### src/hdl/rsp_defines.svh
`ifndef RSP_DEFINES_SVH
`define RSP_DEFINES_SVH

`define RSP_CLK_HZ        20000000
`define RSP_CLK_MHZ       (`RSP_CLK_HZ / 1000000)

// times as printed, then cycle counts at the system clock
`define RSP_INIT_US       800
`define RSP_OFF_MIN_US    200
`define RSP_SHED_FIRST_US 200
`define RSP_SHED_NEXT_US  20
`define RSP_DEGLITCH_NS   200
`define RSP_INIT_CYC      (`RSP_INIT_US * `RSP_CLK_MHZ)
`define RSP_OFF_MIN_CYC   (`RSP_OFF_MIN_US * `RSP_CLK_MHZ)
`define RSP_SHED_FIRST_CYC (`RSP_SHED_FIRST_US * `RSP_CLK_MHZ)
`define RSP_SHED_NEXT_CYC (`RSP_SHED_NEXT_US * `RSP_CLK_MHZ)
`define RSP_DEGLITCH_CYC  ((`RSP_DEGLITCH_NS * `RSP_CLK_MHZ + 999) / 1000)
`define RSP_RAMP_STEP_CYC 20
`define RSP_BOOST_CYC     (`RSP_SHED_NEXT_US * `RSP_CLK_MHZ)

// register offsets
`define RSP_REG_MODE      8'hB3
`define RSP_REG_STEER     8'hB4
`define RSP_REG_STATUS    8'hF9
`define RSP_REG_THRESH    8'hC0
`define RSP_REG_SET_VOLTAGE_CMD    8'hC2
`define RSP_REG_PSTATE    8'hC3
`define RSP_REG_STATE     8'hC4

// mode register fields
`define RSP_MODE_SHED_FULL   0
`define RSP_MODE_SHED_SINGLE 1
`define RSP_MODE_AUTO_DCM    2
`define RSP_MODE_DUAL_EDGE   3
`define RSP_MODE_DCM_OFFSET  6
`define RSP_MODE_RESET    16'h0007
`define RSP_STEER_RESET   16'h0000
`define RSP_THRESH_RESET  16'h2060
`define RSP_SET_VOLTAGE_CMD_AUX    8

// status bits
`define RSP_ST_CFG_BAD    0
`define RSP_ST_MAIN_OPEN  1
`define RSP_ST_AUX_OPEN   2
`define RSP_ST_DETECT     3

// boot codes selected by the configuration resistor
`define RSP_BOOT1         8'h50
`define RSP_BOOT2         8'h64
`define RSP_BOOT3         8'h78

`endif

### src/hdl/rsp_pkg.sv
package rsp_pkg;
  typedef enum logic [2:0] {
    ST_BIAS_WAIT,
    ST_INIT,
    ST_FAULT,
    ST_READY,
    ST_DETECT,
    ST_RUN
  } rsp_state_t;

  typedef enum logic [1:0] {
    PS_FULL,
    PS_ONE,
    PS_TWO,
    PS_THREE
  } rsp_pstate_t;
endpackage

### src/hdl/rsp_tmr_if.sv
`timescale 1ns/1ps
interface rsp_tmr_if #(parameter int W = 16);
  logic         start;
  logic         stop;
  logic [W-1:0] load;
  logic         busy;
  logic         expired;
  modport ctl (output start, stop, load, input busy, expired);
  modport tmr (input start, stop, load, output busy, expired);
endinterface

### src/hdl/rsp_sequencer.sv
// Decided for this implementation: the address-and-strobe port and the placing of the registers.
`timescale 1ns/1ps
`include "rsp_defines.svh"
module rsp_sequencer #(
  parameter int NPH       = 8,
  parameter int INIT_CYC  = `RSP_INIT_CYC,
  parameter int RAMP_STEP = `RSP_RAMP_STEP_CYC
) (
  input  wire logic           clk_sys,
  input  wire logic           rst_n,
  input  wire logic [7:0]     addr,
  input  wire logic [15:0]    wdata,
  input  wire logic           wr_en,
  input  wire logic           rd_en,
  output logic      [15:0]    rdata,
  input  wire logic           bias_ok,
  input  wire logic           vin_ok,
  input  wire logic           stage_bias_sense,
  input  wire logic           regulator_enable_pin,
  input  wire logic [3:0]     config_resistor,
  input  wire logic           config_in_range,
  input  wire logic           main_sense_open,
  input  wire logic           aux_rail_sense_open,
  input  wire logic           main_sense_low,
  input  wire logic           aux_rail_sense_low,
  input  wire logic           phase_detect_done,
  input  wire logic           phase_detect_fault,
  input  wire logic [7:0]     load_current,
  output logic                processor_voltage_link,
  output logic                main_regulating,
  output logic                aux_regulating,
  output logic      [7:0]     main_vid,
  output logic      [7:0]     aux_vid,
  output logic                main_rail_power_good,
  output logic                aux_rail_power_good,
  output logic                fault_flag,
  output logic      [NPH-1:0] phase_enable,
  output logic                dcm_mode,
  output logic                dcm_offset_sel,
  output logic                dual_edge_modulation,
  output logic                freq_boost,
  output logic                add_offset,
  output logic      [2*NPH-1:0] steering
);
  localparam int CW = 16;
  localparam int PW = $clog2(NPH + 1);
  localparam logic [PW-1:0] NPH_P = PW'(NPH);

  // pins from the board share no clock with us
  localparam int NS = 14;
  logic [NS-1:0] pin_meta;
  logic [NS-1:0] pin_sync;
  always_ff @(posedge clk_sys or negedge rst_n) begin
    if (!rst_n) begin
      pin_meta <= '0;
      pin_sync <= '0;
    end else begin
      pin_meta <= {bias_ok, vin_ok, stage_bias_sense, config_resistor, config_in_range,
                   main_sense_open, aux_rail_sense_open, main_sense_low,
                   aux_rail_sense_low, phase_detect_done, phase_detect_fault};
      pin_sync <= pin_meta;
    end
  end
  wire       s_bias   = pin_sync[13];
  wire       s_vin    = pin_sync[12];
  wire       s_stage  = pin_sync[11];
  wire [3:0] s_cfg    = pin_sync[10:7];
  wire       s_cfg_ok = pin_sync[6];
  wire       s_mopen  = pin_sync[5];
  wire       s_aopen  = pin_sync[4];
  wire       s_mlow   = pin_sync[3];
  wire       s_alow   = pin_sync[2];
  wire       s_ddone  = pin_sync[1];
  wire       s_dfault = pin_sync[0];

  logic en_level;
  rsp_deglitch #(.LOW_CYC(`RSP_DEGLITCH_CYC)) u_en (
    .clk_sys (clk_sys),
    .rst_n   (rst_n),
    .pin     (regulator_enable_pin),
    .level   (en_level)
  );

  rsp_tmr_if #(.W(CW)) ti_init ();
  rsp_tmr_if #(.W(CW)) ti_off ();
  rsp_tmr_if #(.W(CW)) ti_shed ();
  rsp_timer #(.W(CW)) u_t_init (.clk_sys(clk_sys), .rst_n(rst_n), .t(ti_init));
  rsp_timer #(.W(CW)) u_t_off (.clk_sys(clk_sys), .rst_n(rst_n), .t(ti_off));
  rsp_timer #(.W(CW)) u_t_shed (.clk_sys(clk_sys), .rst_n(rst_n), .t(ti_shed));

  // registers
  logic [15:0] mode_reg;
  logic [15:0] thresh_reg;
  logic [3:0]  status_reg;
  logic [1:0]  pstate;
  logic [7:0]  main_target;
  logic [7:0]  aux_target;
  rsp_pkg::rsp_state_t state;
  rsp_pkg::rsp_state_t next_state;

  wire shed_full   = mode_reg[`RSP_MODE_SHED_FULL];
  wire shed_single = mode_reg[`RSP_MODE_SHED_SINGLE];
  wire auto_dcm    = mode_reg[`RSP_MODE_AUTO_DCM];
  wire [7:0] phase_add_threshold  = thresh_reg[7:0];
  wire [7:0] phase_shed_threshold = thresh_reg[15:8];

  wire wr_mode   = wr_en && addr == `RSP_REG_MODE;
  wire wr_steer  = wr_en && addr == `RSP_REG_STEER;
  wire wr_thresh = wr_en && addr == `RSP_REG_THRESH;
  wire wr_set_voltage_cmd = wr_en && addr == `RSP_REG_SET_VOLTAGE_CMD;
  wire wr_pstate = wr_en && addr == `RSP_REG_PSTATE;
  wire set_voltage_cmd_aux = wdata[`RSP_SET_VOLTAGE_CMD_AUX];
  wire set_voltage_cmd_ok  = wr_set_voltage_cmd && wdata[7:0] != 8'h00;

  // boot codes from the configuration resistor; 0 means no boot voltage
  function automatic logic [7:0] boot_code(input logic [1:0] sel);
    case (sel)
      2'h1:    boot_code = `RSP_BOOT1;
      2'h2:    boot_code = `RSP_BOOT2;
      2'h3:    boot_code = `RSP_BOOT3;
      default: boot_code = 8'h00;
    endcase
  endfunction

  // startup checks
  wire [3:0] init_faults = {1'b0, s_aopen, s_mopen, !s_cfg_ok};
  wire supplies_ok = s_vin && s_stage;
  wire start_ok = supplies_ok && en_level && !ti_off.busy;
  wire enable_drop = !en_level && (state == rsp_pkg::ST_DETECT || state == rsp_pkg::ST_RUN);

  always_comb begin
    next_state = state;
    case (state)
      rsp_pkg::ST_BIAS_WAIT: if (s_bias) next_state = rsp_pkg::ST_INIT;
      rsp_pkg::ST_INIT: begin
        if (ti_init.expired) begin
          next_state = (init_faults != 4'h0) ? rsp_pkg::ST_FAULT : rsp_pkg::ST_READY;
        end
      end
      rsp_pkg::ST_FAULT: next_state = rsp_pkg::ST_FAULT;
      rsp_pkg::ST_READY: if (start_ok) next_state = rsp_pkg::ST_DETECT;
      rsp_pkg::ST_DETECT: begin
        if (s_dfault) next_state = rsp_pkg::ST_FAULT;
        else if (!en_level || !supplies_ok) next_state = rsp_pkg::ST_READY;
        else if (s_ddone) next_state = rsp_pkg::ST_RUN;
      end
      rsp_pkg::ST_RUN: if (!en_level || !supplies_ok) next_state = rsp_pkg::ST_READY;
      default: next_state = rsp_pkg::ST_BIAS_WAIT;
    endcase
    if (!s_bias) next_state = rsp_pkg::ST_BIAS_WAIT;
  end

  wire enter_init = state == rsp_pkg::ST_BIAS_WAIT && next_state == rsp_pkg::ST_INIT;
  wire entering_run = state == rsp_pkg::ST_DETECT && next_state == rsp_pkg::ST_RUN;
  wire in_run = state == rsp_pkg::ST_RUN;

  assign ti_init.start = enter_init;
  assign ti_init.stop  = !s_bias;
  assign ti_init.load  = CW'(INIT_CYC);
  assign ti_off.start  = enable_drop;
  assign ti_off.stop   = 1'b0;
  assign ti_off.load   = CW'(`RSP_OFF_MIN_CYC);

  always_ff @(posedge clk_sys or negedge rst_n) begin
    if (!rst_n) state <= rsp_pkg::ST_BIAS_WAIT;
    else state <= next_state;
  end

  // software registers; fault log is sticky until the supply reset
  always_ff @(posedge clk_sys or negedge rst_n) begin
    if (!rst_n) begin
      mode_reg   <= `RSP_MODE_RESET;
      steering   <= `RSP_STEER_RESET;
      thresh_reg <= `RSP_THRESH_RESET;
      pstate     <= 2'h0;
      status_reg <= 4'h0;
      fault_flag <= 1'b0;
    end else begin
      if (wr_mode) mode_reg <= wdata;
      if (wr_steer) steering <= wdata;
      if (wr_thresh) thresh_reg <= wdata;
      if (wr_pstate) pstate <= wdata[1:0];
      if (state == rsp_pkg::ST_INIT && ti_init.expired) begin
        status_reg <= status_reg | init_faults;
      end
      if (state == rsp_pkg::ST_DETECT && s_dfault) begin
        status_reg[`RSP_ST_DETECT] <= 1'b1;
      end
      if (next_state == rsp_pkg::ST_FAULT) fault_flag <= 1'b1;
    end
  end

  always_ff @(posedge clk_sys or negedge rst_n) begin
    if (!rst_n) begin
      dcm_offset_sel       <= 1'b0;
      dual_edge_modulation <= 1'b0;
    end else begin
      dcm_offset_sel       <= mode_reg[`RSP_MODE_DCM_OFFSET];
      dual_edge_modulation <= mode_reg[`RSP_MODE_DUAL_EDGE];
    end
  end

  // targets: boot code at init, replaced by set-voltage commands
  always_ff @(posedge clk_sys or negedge rst_n) begin
    if (!rst_n) begin
      main_target <= 8'h00;
      aux_target  <= 8'h00;
    end else if (state == rsp_pkg::ST_INIT) begin
      main_target <= boot_code(s_cfg[1:0]);
      aux_target  <= boot_code(s_cfg[3:2]);
    end else if (set_voltage_cmd_ok && processor_voltage_link) begin
      if (set_voltage_cmd_aux) aux_target <= wdata[7:0];
      else main_target <= wdata[7:0];
    end
  end

  // slow ramp-rate tick
  logic [15:0] ramp_cnt;
  wire ramp_tick = ramp_cnt == 16'(RAMP_STEP - 1);
  always_ff @(posedge clk_sys or negedge rst_n) begin
    if (!rst_n) ramp_cnt <= 16'h0000;
    else if (ramp_tick || !in_run) ramp_cnt <= 16'h0000;
    else ramp_cnt <= ramp_cnt + 16'h0001;
  end

  // each rail starts on its own once its sense is low and it has a target
  wire main_go = in_run && s_mlow && main_target != 8'h00;
  wire aux_go  = in_run && s_alow && aux_target != 8'h00;
  always_ff @(posedge clk_sys or negedge rst_n) begin
    if (!rst_n) begin
      processor_voltage_link <= 1'b0;
      main_regulating        <= 1'b0;
      aux_regulating         <= 1'b0;
      main_vid               <= 8'h00;
      aux_vid                <= 8'h00;
      main_rail_power_good   <= 1'b0;
      aux_rail_power_good    <= 1'b0;
    end else if (!in_run) begin
      processor_voltage_link <= entering_run;
      main_regulating        <= 1'b0;
      aux_regulating         <= 1'b0;
      main_vid               <= 8'h00;
      aux_vid                <= 8'h00;
      main_rail_power_good   <= 1'b0;
      aux_rail_power_good    <= 1'b0;
    end else begin
      processor_voltage_link <= 1'b1;
      if (main_go) main_regulating <= 1'b1;
      if (aux_go) aux_regulating <= 1'b1;
      if (main_regulating && ramp_tick && main_vid != main_target) begin
        main_vid <= (main_vid < main_target) ? main_vid + 8'h01 : main_vid - 8'h01;
      end
      if (aux_regulating && ramp_tick && aux_vid != aux_target) begin
        aux_vid <= (aux_vid < aux_target) ? aux_vid + 8'h01 : aux_vid - 8'h01;
      end
      // stays up through later voltage moves
      if (main_regulating && main_vid == main_target) main_rail_power_good <= 1'b1;
      if (aux_regulating && aux_vid == aux_target) aux_rail_power_good <= 1'b1;
    end
  end

  // phase management
  logic [PW-1:0] ph_cnt;
  logic          shed_first;
  logic [15:0]   boost_cnt;
  wire ps_two  = pstate == 2'(rsp_pkg::PS_TWO) || pstate == 2'(rsp_pkg::PS_THREE);
  wire single_ok = shed_single || ps_two;
  wire [PW-1:0] floor_cnt = single_ok ? PW'(1) : PW'(2);
  wire shed_on = in_run && (shed_full || ps_two);
  wire load_hi = load_current > phase_add_threshold;
  wire load_lo = load_current < phase_shed_threshold;
  wire can_shed = shed_on && load_lo && ph_cnt > floor_cnt;
  wire fast_drop = can_shed && dual_edge_modulation;
  wire do_add = in_run && (load_hi || ph_cnt < floor_cnt) && ph_cnt != NPH_P;

  assign ti_shed.start = can_shed && !fast_drop && (!ti_shed.busy || ti_shed.expired);
  assign ti_shed.stop  = !can_shed;
  assign ti_shed.load  = (shed_first && !ti_shed.expired) ? CW'(`RSP_SHED_FIRST_CYC) :
                         CW'(`RSP_SHED_NEXT_CYC);

  wire shed_step = !do_add && can_shed && (fast_drop || ti_shed.expired);
  always_ff @(posedge clk_sys or negedge rst_n) begin
    if (!rst_n) begin
      ph_cnt     <= NPH_P;
      shed_first <= 1'b1;
    end else if (!in_run || !shed_on || do_add) begin
      ph_cnt     <= NPH_P;
      shed_first <= 1'b1;
    end else if (shed_step) begin
      ph_cnt     <= fast_drop ? floor_cnt : ph_cnt - PW'(1);
      shed_first <= 1'b0;
    end else if (!load_lo) begin
      shed_first <= 1'b1;
    end
  end

  // a transition raises frequency for one later-shed interval
  always_ff @(posedge clk_sys or negedge rst_n) begin
    if (!rst_n) begin
      boost_cnt  <= 16'h0000;
      freq_boost <= 1'b0;
      add_offset <= 1'b0;
    end else begin
      if (do_add || shed_step) boost_cnt <= 16'(`RSP_BOOST_CYC);
      else if (boost_cnt != 16'h0000) boost_cnt <= boost_cnt - 16'h0001;
      freq_boost <= do_add || shed_step || boost_cnt > 16'h0001;
      if (do_add) add_offset <= 1'b1;
      else if (boost_cnt <= 16'h0001) add_offset <= 1'b0;
    end
  end

  // phase mask and conduction mode
  always_ff @(posedge clk_sys or negedge rst_n) begin
    if (!rst_n) begin
      phase_enable <= '0;
      dcm_mode     <= 1'b0;
    end else begin
      for (int i = 0; i < NPH; i++) begin
        phase_enable[i] <= in_run && (PW'(i) < ph_cnt);
      end
      dcm_mode <= in_run && ph_cnt == PW'(1) && (auto_dcm || ps_two);
    end
  end

  // read port, data in the cycle after the strobe
  logic [15:0] rd_mux;
  assign rd_mux = (addr == `RSP_REG_MODE)   ? mode_reg :
                  (addr == `RSP_REG_STEER)  ? steering :
                  (addr == `RSP_REG_THRESH) ? thresh_reg :
                  (addr == `RSP_REG_STATUS) ? {12'h000, status_reg} :
                  (addr == `RSP_REG_PSTATE) ? {14'h0000, pstate} :
                  (addr == `RSP_REG_SET_VOLTAGE_CMD) ? {aux_target, main_target} :
                  (addr == `RSP_REG_STATE)  ? {4'h0, 4'(ph_cnt), 3'h0,
                                               aux_rail_power_good, main_rail_power_good,
                                               state} :
                  16'h0000;
  always_ff @(posedge clk_sys or negedge rst_n) begin
    if (!rst_n) rdata <= 16'h0000;
    else if (rd_en) rdata <= rd_mux;
    else rdata <= 16'h0000;
  end
endmodule

### src/hdl/rsp_timer.sv
`timescale 1ns/1ps
// one-shot down counter; start while busy restarts it
module rsp_timer #(
  parameter int W = 16
) (
  input  wire logic clk_sys,
  input  wire logic rst_n,
  rsp_tmr_if.tmr    t
);
  logic [W-1:0] cnt;

  always_ff @(posedge clk_sys or negedge rst_n) begin
    if (!rst_n) begin
      cnt       <= '0;
      t.busy    <= 1'b0;
      t.expired <= 1'b0;
    end else begin
      t.expired <= 1'b0;
      if (t.start) begin
        cnt    <= t.load;
        t.busy <= 1'b1;
      end else if (t.stop) begin
        t.busy <= 1'b0;
      end else if (t.busy) begin
        if (cnt <= W'(1)) begin
          t.busy    <= 1'b0;
          t.expired <= 1'b1;
        end
        cnt <= cnt - W'(1);
      end
    end
  end
endmodule

### src/hdl/rsp_deglitch.sv
`timescale 1ns/1ps
// pin synchroniser plus low-pulse filter: a low is passed only after it
// has held for LOW_CYC cycles, a high passes at once
module rsp_deglitch #(
  parameter int LOW_CYC = 4
) (
  input  wire logic clk_sys,
  input  wire logic rst_n,
  input  wire logic pin,
  output logic      level
);
  logic       meta;
  logic       sync;
  logic [7:0] low_cnt;

  always_ff @(posedge clk_sys or negedge rst_n) begin
    if (!rst_n) begin
      meta    <= 1'b0;
      sync    <= 1'b0;
      low_cnt <= 8'h00;
      level   <= 1'b0;
    end else begin
      meta <= pin;
      sync <= meta;
      if (sync) begin
        low_cnt <= 8'h00;
        level   <= 1'b1;
      end else if (low_cnt >= 8'(LOW_CYC - 1)) begin
        level <= 1'b0;
      end else begin
        low_cnt <= low_cnt + 8'h01;
      end
    end
  end
endmodule

### config.mk
export PLATFORM = sky130hd
export DESIGN_NAME = rsp_sequencer
export DESIGN_NICKNAME = d
export VERILOG_FILES = /design/src/hdl/rsp_pkg.sv /design/src/hdl/rsp_tmr_if.sv /design/src/hdl/rsp_sequencer.sv /design/src/hdl/rsp_timer.sv /design/src/hdl/rsp_deglitch.sv
export VERILOG_INCLUDE_DIRS = /design/src /design/src/hdl
export SDC_FILE = /design/constraint.sdc
export NUM_CORES = 1
export LEC_CHECK = 0
export BUFFER_PORTS_ARGS = -buffer_cell sky130_fd_sc_hd__clkbuf_2
export CELL_PAD_IN_SITES_DETAIL_PLACEMENT = 1
export CELL_PAD_IN_SITES_GLOBAL_PLACEMENT = 2
export CORE_MARGIN = 1.5
export CORE_UTILIZATION = 35
export CTS_CLUSTER_DIAMETER = 30
export DETAILED_ROUTE_END_ITERATION = 7
export PLACE_DENSITY_LB_ADDON = 0.1
export SYNTH_ARGS = -nofsm -noshare
export SYNTH_HDL_FRONTEND = slang
export SYNTH_SLANG_ARGS = --single-unit
### constraint.sdc
create_clock -name clk_sys -period 2.7 [get_ports clk_sys]
set_clock_uncertainty 0.05 [all_clocks]
set_input_delay 0.675 -clock clk_sys [delete_from_list [all_inputs] [get_ports clk_sys]]
set_output_delay 0.675 -clock clk_sys [all_outputs]
set_load 0.005 [all_outputs]
==> flow_metrics.py, run 1 <==
metrics = {
    "status": {
        "outcome": "complete, but fails checks",
        "violations": "negative hold slack, negative setup slack",
    },
    "timing": {
        "hold_violations": 2,
        "min_period_ps": 3000,
        "finalWorstSetupSlack_ps": -300,
        "tightest_slew_ps": 741,
        "rsz0062_at_grt": "yes",
        "setup_viol": 6,
        "slew_headroom_pct": 50.1,
        "timing.fmax_mhz": 333,
        "whs_ps": -3.41,
        "slew_violations": 0,
        "fin_crit_sh_pct": 111,
    },
    "clocking": {
        "hold_buffers": 0,
        "root_buffer": "clkbuf_16",
        "clkSinkCount": 253,
        "clk_latency_ps": 550,
        "cts_buffer_depth": 3,
        "numCtsBuffers": 72,
        "cts-htree-levels": 3,
        "cts_tree": "yes",
        "clk_pin_slew_ps": 40,
    },
    "worst_setup_path": {
        "cp_slowest_stage_delay_ps": 390,
        "arrival_ps": 3420,
        "cp.required_ps": 3120,
        "critical_path.slowest_cell": "or3_4",
        "crit_fanout": 6,
        "end_kind": "register",
        "cp_num_buf_inv": 1,
        "crit_path_start_kind": "register",
        "critPathTopFamily": "compound AO/OA/AOI/OAI gates",
        "path_class": "reg -> reg",
        "crit_chain": "inv_2, ha_4, nor2b_4, o211ai_1, a21oi_2, or2_4, ha_4, nand3_2, o211ai_1, o41ai_2, or3_4, a21boi_2, a2bb2oi_2",
    },
    "route": {
        "vias": 10032,
        "via_per_inst": 5.11,
        "drtAntennaViolNets": 0,
        "remaining_drc_errors": 0,
        "drt_iter0_markers": 439,
        "wl_per_cell_um": 18.7,
        "dr.pass1.iters": 5,
        "routed_wl_mm": 36.8,
    },
    "yosys": {
        "synth.yosys.seq_area_share_pct": 51.2,
        "synth_fp_nets": 1269,
        "syn_inst": 1158,
        "yosysWarnings": 0,
        "synth_cell_types": 80,
        "avgSynthCellArea_um2": 10.7,
        "async_flop_share_pct": 100,
        "synthFlopType": "dfrtp_1",
        "syn_area_um2": 12400,
        "synth_edf_count": 0,
        "ys_ff_latch": 253,
    },
    "global_routing": {
        "overflow": 0,
        "grtUsageTotal_pct": 20.7,
        "grt_pass1_wl_mm": 58.7,
        "grt_antenna_before_repair": 0,
        "grt_max_degree": 64,
        "grt_pass1_vias": 10805,
    },
    "place": {
        "place_ws_ps": -339,
        "io_buffers": 117,
        "dpl_cell_area_um2": 14300,
        "place_congestion": 0.798,
        "dpl.hpwl_mm": 25.8,
    },
    "floorplanning": {
        "core_area_um2": 34700,
        "dieHeight_um": 191,
        "fp-row-count": 68,
        "dieArea_um2": 36500,
        "die_w_um": 191,
        "ioPinCount": 118,
        "initial_core_util_pct": 35.7,
    },
    "flow_run": {
        "drv_cap": 0,
    },
    "power_and_ir_drop": {
        "vdd_drop_max_v": 0.000572,
        "cellPowerDensity_nw_per_um2": 767,
        "p_leak_nw": 8.08,
    },
    "finish": {
        "syn_to_final_growth_pct": 39.5,
        "diodes": 0,
        "design_area_um2": 17300,
        "drive_gt1_share_pct": 34.0,
        "nets": 1561,
    },
    "min_path": {
        "hp-class": "in -> async",
    },
}
==> layout by cell type, fill, tap and decap left out, types with 10 or more instances in the layout <==
master / n
dfrtp_1: 245
a22oi_1: 14
xnor2_1: 36
a21oi_1: 22
or3_1: 10
clkinv_2: 15
nand2_1: 77
xor2_1: 31
o21ai_0: 35
nor3_1: 26
nor2b_1: 24
nand2b_1: 13
a222oi_1: 15
ha_1: 45
and3_1: 13
and2_1: 12
clkbuf_2: 116
clkbuf_16: 76
inv_1: 53
nor4_1: 24
buf_4: 130
clkinvlp_4: 10
mux2_2: 49
nand4_1: 14
nand3_1: 33
mux2i_1: 19
ha_4: 12
nor2_1: 127
==> logic make-up after synthesis <==
family,after synthesis,share of synthesized area [%]
xor+xnor,68,4.81
compound gates,183,10.6
buf+inv,91,2.91
simple gates,435,18.3
mux,68,5.99
flops,253,51.2
fa+ha+maj,60,6.19
==> timing repair <==
| item | 4_1_cts | 5_1_grt |
|---|---|---|
| resized for setup | 13 | 46 |
| endpoints found under the setup margin | 5 | 32 |
| pin swaps | 13 | 31 |
| gates cloned | 0 | 0 |
| buffers inserted | 17 | 9 |
==> worst paths after layout <==
kind	from	end	slack, ps	depth (start not counted)
max in group asynchronous	rst_n	shed_first	1840	2
min in group clk_sys	phase_detect_fault	pin_meta[0]	170	1
worst min-delay path	rst_n	aux_vid[7]	-3	1
worst min register to register	pin_meta[2]	pin_sync[2]	290	0
worst max register to register	aux_target[1]	aux_vid[7]	-300	13
worst max-delay path	aux_target[1]	aux_vid[7]	-300	13
==> Yosys cell counts (3+ instances only) <==
master | count | area share (%)
xor2_1 | 31 | 2.2
o41ai_1 | 3 | 0.21
a21o_1 | 8 | 0.49
a222oi_1 | 15 | 1.2
and3_1 | 13 | 0.66
a2bb2oi_1 | 4 | 0.28
nor3_1 | 27 | 1.1
o21ai_0 | 40 | 1.6
dfrtp_1 | 245 | 50
nand2_1 | 77 | 2.3
or4_1 | 8 | 0.49
nor4_1 | 25 | 1.3
a22oi_1 | 14 | 0.85
a21oi_1 | 29 | 1.2
o211ai_1 | 8 | 0.49
a32o_1 | 3 | 0.24
nor3b_1 | 4 | 0.24
buf_2 | 8 | 0.32
or2_2 | 9 | 0.45
nor2b_1 | 29 | 1.5
dfstp_2 | 8 | 1.7
o21a_1 | 5 | 0.30
nor2_1 | 128 | 3.9
mux2_2 | 49 | 4.5
or3_1 | 12 | 0.61
nand4_1 | 14 | 0.71
inv_1 | 59 | 1.8
a211oi_1 | 5 | 0.30
nand3_1 | 35 | 1.4
nand3b_1 | 7 | 0.42
a31o_2 | 3 | 0.21
a21boi_0 | 12 | 0.73
mux2i_1 | 19 | 1.5
and2_1 | 12 | 0.61
ha_1 | 58 | 5.9
nand2b_1 | 13 | 0.66
clkbuf_1 | 20 | 0.61
a31oi_1 | 4 | 0.20
a22o_1 | 7 | 0.50
xnor2_1 | 37 | 2.6
==> power breakdown <==
part | switching [mW] | total (mW) | internal, mW
combinational | 0.392 | 0.707 | 0.315
sequential | 0.121 | 4.07 | 3.95
clock | 2.47 | 8.46 | 5.99
total | 2.99 | 13.2 | 10.3
==> metrics by stage <==
step	setup TNS, ps	util, %	hold WS (ps)	power, mW	instances
after floorplan	-383	-	281	4.43	1158
after global placement	-2100	41.2	281	4.77	1807
after detailed placement	-2500	41.2	286	4.79	1807
after CTS	-1130	49.0	3.65	13.4	1955
after global routing	-1890	49.7	18.3	13.7	1962
final	-1100	49.7	-3.41	13.2	1962
==> final cells by class <==
type | count | area [µm²]
Timing Repair Buffer | 250 | 1630
Sequential cell | 253 | 6340
Multi-Input combinational cell | 814 | 6020
Tap cell | 455 | 569
Clock buffer | 93 | 2060
Clock inverter | 38 | 420
Inverter | 59 | 221
Fill cell | 3771 | 17400
==> layer usage <==
layer,part of all wire (%),up-vias,global-route usage [%],wire length (µm)
li1,-,4731,-,-
met1,48,5041,28.5,17600
met4,1.8,0,6.94,672
met3,4.4,57,4.17,1620
met2,46,203,32.3,16900
met5,0,-,0,0
Note: power is estimated with default switching activity, not from simulation.
==> inputs of run 2 (changes only) <==
--- a/config.mk
+++ b/config.mk
@@ -8,9 +8,9 @@
 export LEC_CHECK = 0
 export BUFFER_PORTS_ARGS = -buffer_cell sky130_fd_sc_hd__clkbuf_2
 export CELL_PAD_IN_SITES_DETAIL_PLACEMENT = 1
-export CELL_PAD_IN_SITES_GLOBAL_PLACEMENT = 2
-export CORE_MARGIN = 1.5
-export CORE_UTILIZATION = 35
+export CELL_PAD_IN_SITES_GLOBAL_PLACEMENT = 1
+export CORE_MARGIN = 1
+export CORE_UTILIZATION = 40
 export CTS_CLUSTER_DIAMETER = 30
 export DETAILED_ROUTE_END_ITERATION = 7
 export PLACE_DENSITY_LB_ADDON = 0.1
==> run 2 against run 1 <==
  * The flow finishes with violations (negative setup slack)
  * First-iteration DRC count grew 25%
  * Worst setup slack lost 12 ps
  * Routed wire length grew 1.1%
  * Register-to-register slack is essentially flat
  * Clock power grew 6.5%
  * Count of clock-buffer cells in the layout grew 1
  * Global-route usage grew 3.5 points
  * Sequential share of layout area grew 0.051 points
  * Non-clock buffer count shrank 8
  * Final cell count shrank 3.5%
  * Design area shrank 0.14%
  * Flip-flop and latch count is the same
  * Critical endpoint unchanged
==> flow_metrics.py, run 2 (synthesis results as in run 1) <==
metrics = {
    "power_and_ir_drop": {
        "switchingPower_mw": 3.04,
        "switching_share_pct": 22.0,
        "p_leak_nw": 8.09,
        "cellPowerDensity_nw_per_um2": 799,
        "p_seq_share_pct": 29.5,
        "comb_power_share_pct": 5.2,
        "vdd_drop_max_v": 0.000807,
        "p_int_mw": 10.7,
        "clockPowerShare_pct": 65.4,
        "finalPower_mw": 13.8,
    },
    "timing": {
        "tightest_slew_ps": 703,
        "slew_violations": 0,
        "finalWorstSetupSlack_ps": -312,
        "rsz0062_at_grt": "yes",
        "hold_violations": 0,
        "fin_crit_sh_pct": 112,
        "slew_headroom_pct": 52.6,
        "setup_viol": 6,
        "min_period_ps": 3010,
        "timing.fmax_mhz": 332,
    },
    "global_routing": {
        "grt_pass1_wl_mm": 59.4,
        "grt_max_degree": 75,
        "overflow": 0,
        "grt_antenna_before_repair": 2,
        "grtUsageTotal_pct": 24.1,
        "grt_pass1_vias": 11149,
    },
    "route": {
        "via_per_inst": 5.40,
        "remaining_drc_errors": 0,
        "drtAntennaViolNets": 0,
        "routed_wl_mm": 37.2,
        "wl_per_cell_um": 19.6,
        "vias": 10232,
        "dr.pass1.iters": 5,
        "drt_iter0_markers": 547,
    },
    "place": {
        "place_congestion": 0.805,
        "io_buffers": 117,
        "dpl.hpwl_mm": 25.2,
    },
    "worst_setup_path": {
        "cp_common_cell": "buf_4",
        "path_class": "reg -> reg",
        "arrival_ps": 3430,
        "critPathTopFamily": "buffers and inverters",
        "cp_slowest_stage_delay_ps": 390,
        "cp.required_ps": 3120,
        "cp_num_buf_inv": 8,
        "crit_path_start_kind": "register",
        "end_kind": "register",
        "crit_chain": "ha_1, nor2b_1, o211ai_1, a21oi_2, buf_4, buf_4, buf_4, buf_4, buf_4, buf_4, buf_4, buf_4, or3_1, a21boi_1, a2bb2oi_1",
        "crit_fanout": 2,
        "critical_path.slowest_cell": "or3_1",
    },
    "floorplanning": {
        "dieHeight_um": 178,
        "dieArea_um2": 31700,
        "ioPinCount": 118,
        "initial_core_util_pct": 40.6,
        "core_area_um2": 30500,
        "fp-row-count": 64,
        "die_w_um": 178,
    },
    "min_path": {
        "hp-class": "in -> async",
    },
    "status": {
        "outcome": "complete, but fails checks",
        "violations": "negative setup slack",
    },
    "clocking": {
        "clkSinkCount": 253,
        "clk_latency_ps": 560,
        "cts_tree": "yes",
        "root_buffer": "clkbuf_16",
        "numCtsBuffers": 70,
        "cts-htree-levels": 3,
        "clk_pin_slew_ps": 40,
        "cts_buffer_depth": 3,
        "hold_buffers": 0,
    },
    "finish": {
        "syn_to_final_growth_pct": 39.3,
        "final_cell_mix": "dfrtp_1, nor2_1, buf_4, clkbuf_2, nand2_1",
        "nets": 1551,
        "final_core_util_pct": 56.5,
        "fillers": 3225,
        "drive_gt1_share_pct": 32.8,
        "final_common_cell": "dfrtp_1",
    },
    "flow_run": {
        "drv_cap": 0,
    },
}
-- run 2: changes by cell type in the layout (fill, tap and decap cells not counted), moves of 3 or more --
cell	previous run	this run
buf_4	130	120
clkinvlp_4	10	4
inv_1	53	56
nor2_2	0	3
inv_2	6	3
clkinv_2	15	9
clkbuf_8	9	16
bufinv_16	7	13
clkbuf_16	76	71
-- run 2: routing by layer --
metal | GRT usage (%) | wire length (µm)
met3 | 4.39 | 1480
met5 | 0 | 17
met4 | 8.73 | 955
met2 | 39.8 | 18100
met1 | 31.6 | 16600
-- run 2: repair_timing --
action                     4_1_cts  5_1_grt
pin swaps                        8       13
buffers inserted                16        5
gates resized for setup         12       34
setup endpoints to repair        4       32
-- run 2: power by group through the flow --
stage | combinational (mW) | sequential (mW) | clock (mW)
floorplan | 0.342 | 4.08 | 0
global placement | 0.652 | 4.11 | 0
detailed placement | 0.674 | 4.11 | 0
CTS | 0.712 | 4.06 | 9.14
global route | 0.796 | 4.08 | 9.35
finish | 0.711 | 4.06 | 9.01
-- run 2: final timing paths --
kind,start,end,slack [ps],depth (start not counted)
hold / removal,rst_n,aux_vid[7],40,1
setup / recovery,aux_vid[1],aux_vid[7],-310,15
max in group asynchronous,rst_n,u_t_off.cnt[9],1830,2
setup reg to reg,aux_vid[1],aux_vid[7],-310,15
min in group clk_sys,phase_detect_done,pin_meta[1],170,1
hold reg to reg,pin_meta[11],pin_sync[11],290,0
-- run 2: area by class of cell --
| cell class | instances | area (µm²) | area share (%) |
|---|---|---|---|
| Inverter | 59 | 221 | 1.28 |
| Clock inverter | 35 | 582 | 3.37 |
| Timing Repair Buffer | 242 | 1600 | 9.26 |
| Antenna cell | 1 | 2.50 | 0.0145 |
| Clock buffer | 94 | 2020 | 11.7 |
| Tap cell | 396 | 495 | 2.87 |
| Sequential cell | 253 | 6340 | 36.8 |
| Multi-Input combinational cell | 814 | 5980 | 34.7 |
-- run 2: metrics by stage --
stage	cell area [µm²]	hold WS, ps	setup TNS [ps]	instances	setup slack (ps)
after CTS	17100	92.1	-1130	1891	-243
after global placement	14200	283	-2090	1746	-204
after floorplan	12400	281	-383	1158	-110
final	17200	42.9	-1320	1894	-312
after detailed placement	14200	286	-3970	1746	-317
after global routing	17200	82.5	-2050	1894	-429
